<file path="config.mk">
export PLATFORM = sky130hd
export DESIGN_NAME = lcsc_regs
export DESIGN_NICKNAME = d
export VERILOG_FILES = /design/src/rtl/lcsc_pkg.sv /design/src/rtl/lcsc_regs.sv
export SDC_FILE = /design/constraint.sdc
export NUM_CORES = 1
export LEC_CHECK = 0
export CAP_MARGIN = 20
export CORE_ASPECT_RATIO = 0.7
export CORE_MARGIN = 2
export CORE_UTILIZATION = 30
export CTS_CLUSTER_DIAMETER = 150
export DETAILED_ROUTE_END_ITERATION = 10
export DONT_BUFFER_PORTS = 1
export SETUP_SLACK_MARGIN = 0.2
export SLEW_MARGIN = 20
export SYNTH_ARGS = -nofsm -noshare
export SYNTH_HDL_FRONTEND = slang
export SYNTH_SLANG_ARGS = --single-unit
</file>
<file path="constraint.sdc">
create_clock -name ref_clk -period 3.5 [get_ports ref_clk]
set_clock_uncertainty 0.2 [all_clocks]
set_input_delay 0.35 -clock ref_clk [delete_from_list [all_inputs] [get_ports ref_clk]]
set_output_delay 0.35 -clock ref_clk [all_outputs]
set_load 0.01 [all_outputs]
</file>
<file path="src/rtl/lcsc_pkg.sv">
package lcsc_pkg;
   // Register offsets
   localparam logic [7:0] MODE_OFFSET     = 8'h01;
   localparam logic [7:0] LEVEL1_OFFSET   = 8'h02;
   localparam logic [7:0] LEVEL2_OFFSET   = 8'h03;
   localparam logic [7:0] LEVEL3_OFFSET   = 8'h04;
   localparam logic [7:0] LEVEL4_OFFSET   = 8'h05;
   localparam logic [7:0] STATUS_OFFSET   = 8'h2b;
   // Reset values
   localparam logic [7:0] MODE_RESET      = 8'h03;
   localparam logic [7:0] LEVEL1_RESET    = 8'h40;
   localparam logic [7:0] LEVEL_RESET     = 8'h00;
   localparam logic [3:0] STATUS_RESET    = 4'h0;
   // Field layout
   localparam int         MODE_FIELD_W    = 2;
   localparam int         CHANNELS        = 4;
   // Drive modes
   typedef enum logic [1:0] {
      LCSC_MODE_OFF     = 2'b00,
      LCSC_MODE_ON      = 2'b01,
      LCSC_MODE_PWM     = 2'b10,
      LCSC_MODE_PATTERN = 2'b11
   } lcsc_mode_t;
endpackage : lcsc_pkg

</file>
<file path="src/rtl/lcsc_regs.sv">
`timescale 1ns/1ps
module lcsc_regs (
   // Clock and reset
   input  wire logic        ref_clk,
   input  wire logic        rst,
   // Register port
   input  wire logic        reg_wr,
   input  wire logic        reg_rd,
   input  wire logic [7:0]  reg_addr,
   input  wire logic [7:0]  reg_wdata,
   output logic      [7:0]  reg_rdata,
   output logic             reg_rvalid,
   // Analog side
   input  wire logic [3:0]  source_below_200mv,
   input  wire logic        pwm_gate,
   input  wire logic        pattern_gate,
   input  wire logic        pump_automatic_enable,
   output logic      [3:0]  source_enable,
   output logic      [31:0] source_level,
   output logic             pump_start
);

   typedef struct packed {
      logic [7:0]  mode;
      logic [31:0] level;
      logic [3:0]  flags;
      logic [3:0]  enable;
      logic [31:0] drive;
      logic        pump;
      logic [7:0]  rdata;
      logic        rvalid;
   } lcsc_state_t;

   lcsc_state_t st;
   lcsc_state_t next_st;
   lcsc_pkg::lcsc_mode_t m;

   always_comb begin
      next_st = st;
      m       = lcsc_pkg::LCSC_MODE_OFF;
      if (reg_wr) begin
         case (reg_addr)
            lcsc_pkg::MODE_OFFSET:   next_st.mode = reg_wdata;
            lcsc_pkg::LEVEL1_OFFSET: next_st.level[7:0] = reg_wdata;
            lcsc_pkg::LEVEL2_OFFSET: next_st.level[15:8] = reg_wdata;
            lcsc_pkg::LEVEL3_OFFSET: next_st.level[23:16] = reg_wdata;
            lcsc_pkg::LEVEL4_OFFSET: next_st.level[31:24] = reg_wdata;
            default: ; // Status and unmapped writes dropped
         endcase
      end
      next_st.flags = source_below_200mv;
      for (int i = 0; i < lcsc_pkg::CHANNELS; i++) begin
         m = lcsc_pkg::lcsc_mode_t'(st.mode[i*lcsc_pkg::MODE_FIELD_W +: lcsc_pkg::MODE_FIELD_W]);
         case (m)
            lcsc_pkg::LCSC_MODE_OFF:     next_st.enable[i] = 1'b0;
            lcsc_pkg::LCSC_MODE_ON:      next_st.enable[i] = 1'b1;
            lcsc_pkg::LCSC_MODE_PWM:     next_st.enable[i] = pwm_gate;
            lcsc_pkg::LCSC_MODE_PATTERN: next_st.enable[i] = pattern_gate;
            default:                     next_st.enable[i] = 1'b0;
         endcase
         next_st.drive[i*8 +: 8] = (m == lcsc_pkg::LCSC_MODE_OFF) ? 8'h00
                                   : st.level[i*8 +: 8];
      end
      next_st.pump = pump_automatic_enable && (|st.enable) && (|st.flags);
      next_st.rvalid = reg_rd;
      next_st.rdata  = 8'h00;
      if (reg_rd) begin
         case (reg_addr)
            lcsc_pkg::MODE_OFFSET:   next_st.rdata = st.mode;
            lcsc_pkg::LEVEL1_OFFSET: next_st.rdata = st.level[7:0];
            lcsc_pkg::LEVEL2_OFFSET: next_st.rdata = st.level[15:8];
            lcsc_pkg::LEVEL3_OFFSET: next_st.rdata = st.level[23:16];
            lcsc_pkg::LEVEL4_OFFSET: next_st.rdata = st.level[31:24];
            lcsc_pkg::STATUS_OFFSET: next_st.rdata = {4'h0, st.flags};
            default:                 next_st.rdata = 8'h00;
         endcase
      end
   end

   always_ff @(posedge ref_clk or posedge rst) begin
      if (rst) begin
         st        <= '0;
         st.mode   <= lcsc_pkg::MODE_RESET;
         st.level  <= {lcsc_pkg::LEVEL_RESET, lcsc_pkg::LEVEL_RESET,
                       lcsc_pkg::LEVEL_RESET, lcsc_pkg::LEVEL1_RESET};
         st.flags  <= lcsc_pkg::STATUS_RESET;
      end else begin
         st <= next_st;
      end
   end

   assign reg_rdata     = st.rdata;
   assign reg_rvalid    = st.rvalid;
   assign source_enable = st.enable;
   assign source_level  = st.drive;
   assign pump_start    = st.pump;
endmodule : lcsc_regs

</file>
==> results.py <==
metrics = {
    "logic_synthesis": {
        "synth_commonest_cells": "dfrtp_1 (87), buf_4 (45), nor2b_1 (33)",
        "syn_area_mm2": 0.00394,
        "async_flop_share": 1.00,
        "synth.most_common_cell": "dfrtp_1",
        "synth_edf_count": 0,
        "synth-seq-cells": 90,
        "syn_avg_cell_area_um2": 13.3,
        "syn_nets": 323,
        "synth_cell_types": 35,
        "yosysWarnings": 0,
        "synth_largest_area_cell": "dfrtp_1",
        "ys_seq_area_frac": 0.573,
        "synth_ff_type": "dfrtp_1",
        "synth_area_leaders": "dfrtp_1 (55%), buf_4 (8.6%), mux2_2 (8.6%)",
        "yosysTopAreaCellShare": 0.553,
        "synthCells": 296,
    },
    "detailed_routing": {
        "wl_per_cell_um": 20.1,
        "drc": 0,
        "routed_wl_um": 8840,
        "antenna_left": 0,
        "vias": 2131,
        "drt_first_iter_violations": 156,
        "drtPass1Iterations": 4,
        "vias_per_cell": 4.83,
    },
    "power": {
        "ir_drop_uv": 217,
        "leakagePower_nw": 1.95,
        "power_density_mw_per_mm2": 513,
    },
    "clock_tree": {
        "clockRootBuffer": "clkbuf_16",
        "cts_resized": 0,
        "insertion_delay_ns": 0.34,
        "cts_setup_buffers": 0,
        "clock-sinks": 90,
        "cts_tree": "yes",
        "cts_made_buffers": 9,
        "cts.reportedPaths.clkPinSlew_ns": 0.06,
        "htree_levels": 3,
        "ctsHoldBuffers": 15,
        "clockBufferDepth": 2,
    },
    "global_route": {
        "grt_start_max_net_pins": 54,
        "gr-total-overflow": 0,
        "groute.usage.overall": 0.135,
        "grt_pass1_vias": 2293,
        "grt_pass1_wl_um": 13800,
        "antenna_found_initial": 0,
    },
    "sta": {
        "tns_ns": 0,
        "worst_pin_slew_ns": 0.927,
        "max_freq_ghz": 0.476,
        "relSlewSlack": 0.382,
        "hold_ws_ns": 0.0249,
        "finalSetupViolations": 0,
        "fin_crit_ns": 2.10,
        "timing.final.crit_share": 0.601,
        "final_max_slew_viol_count": 0,
        "timing_hold_violations_final": 0,
        "rsz0062_at_grt": "false",
    },
    "critical_path": {
        "r2r-start": "st[86]",
        "crit_required_ns": 3.53,
        "critPathArrivalTime_ns": 2.13,
        "cp-start-kind": "primary input",
        "ff2ff_path_depth": 2,
        "worst_setup_path_end_kind": "flop",
        "crit_path_end": "st[55]",
        "ff2ff_setup_slack_ns": 1.96,
        "crit_type": "primary input to flop",
        "cp_max_fo": 8,
        "critPathLaunch": "reg_addr[3]",
        "timing.rr.end": "source_level[18]",
    },
    "cells_and_area": {
        "fillers": 1243,
        "stdcell_count": 441,
        "syn_to_final_growth_pct": 7.25,
        "final_util": 0.335,
        "drive_above_1_share": 0.254,
        "final_nets": 301,
        "n_antenna_cell": 0,
    },
    "place": {
        "post-place-cells": 410,
        "gp_congestion": 0.860,
        "hpwl_um": 6440,
        "numPortBuffers": 0,
    },
    "floorplan": {
        "die-area_mm2": 0.0141,
        "io_pins": 73,
        "num_rows": 34,
        "core_area_mm2": 0.0126,
        "die_w_um": 141,
        "start_util": 0.313,
        "die_h_um": 99.8,
    },
    "min_path": {
        "hold_class": "primary input to flop",
    },
    "run": {
        "maxCapViolCount": 0,
    },
    "run_status": {
        "outcome": "completed",
    },
}
## cell families after synthesis
| family | Yosys count | synth area share |
|---|---|---|
| simple gates | 67 | 0.104 |
| flops | 90 | 0.573 |
| compound gates | 31 | 0.0582 |
| mux | 53 | 0.165 |
| buf+inv | 55 | 0.0998 |
## stage by stage
| stage | cell area, um^2 | worst slack [ns] | total power [mW] |
|---|---|---|---|
| floorplan | 3940 | 0.620 | 1.21 |
| global placement | 3780 | 1.08 | 1.22 |
| detailed placement | 3780 | 1.05 | 1.23 |
| CTS | 4220 | 1.42 | 2.19 |
| global route | 4220 | 1.29 | 2.26 |
| finish | 4220 | 1.40 | 2.16 |
## area by class of cell
type / instances / area (um^2) / area share
Clock inverter: 6 / 57.6 / 0.0136
Clock buffer: 10 / 229 / 0.0542
Tap cell: 162 / 203 / 0.0480
Multi-Input combinational cell: 151 / 1290 / 0.305
Timing Repair Buffer: 18 / 173 / 0.0409
Inverter: 4 / 16.3 / 0.00385
Sequential cell: 90 / 2260 / 0.534
## how the worst min path moves through the flow
stage / startpoint / endpoint / cells past startpoint
after floorplan: reg_rd / reg_rvalid / 0
after global placement: source_below_200mv[3] / st[49] / 0
after detailed placement: source_below_200mv[3] / st[49] / 0
after CTS: pwm_gate / source_enable[1] / 2
after global routing: pwm_gate / source_enable[0] / 2
final: pwm_gate / source_enable[1] / 2
## layout by cell type, fill, tap and decap left out, types with 3 or more instances in the layout
master	instances
o22ai_1	4
dfstp_2	3
a22oi_1	9
a21oi_1	4
nor2b_1	33
inv_1	3
dfrtp_1	87
clkinv_2	5
mux2i_1	5
mux2_2	30
a221o_1	3
nor2_1	12
buf_4	3
a22o_1	3
dlygate4sd3_1	15
mux2_4	16
and2_1	6
a31oi_1	4
clkbuf_16	9
## worst max-delay path: stages
cell and delay, ns:
or4_1 0.57, nor2_1 0.30, and3_1 0.52, mux2_2 0.39
## power by group
group	leakage, nW	switching (mW)	total [mW]	internal [mW]
Combinational	0.582	0.0650	0.122	0.0569
Clock	0.142	0.389	0.937	0.548
Sequential	1.23	0.0303	1.11	1.07
Total	1.95	0.484	2.16	1.68
## flip-flops by register name, summed over array words and instances (netlist names)
name and flops:
source_enable 4, reg_rdata 8, reg_rvalid 1, source_level 32
m 2, st 42, pump_start 1
## metal layers
layer,part of all wire,global-route usage
met5,0,0
met4,0.012,0.0415
met3,0.092,0.0573
met2,0.42,0.185
met1,0.48,0.193
No activity file was read; power rests on OpenSTA's default activity.
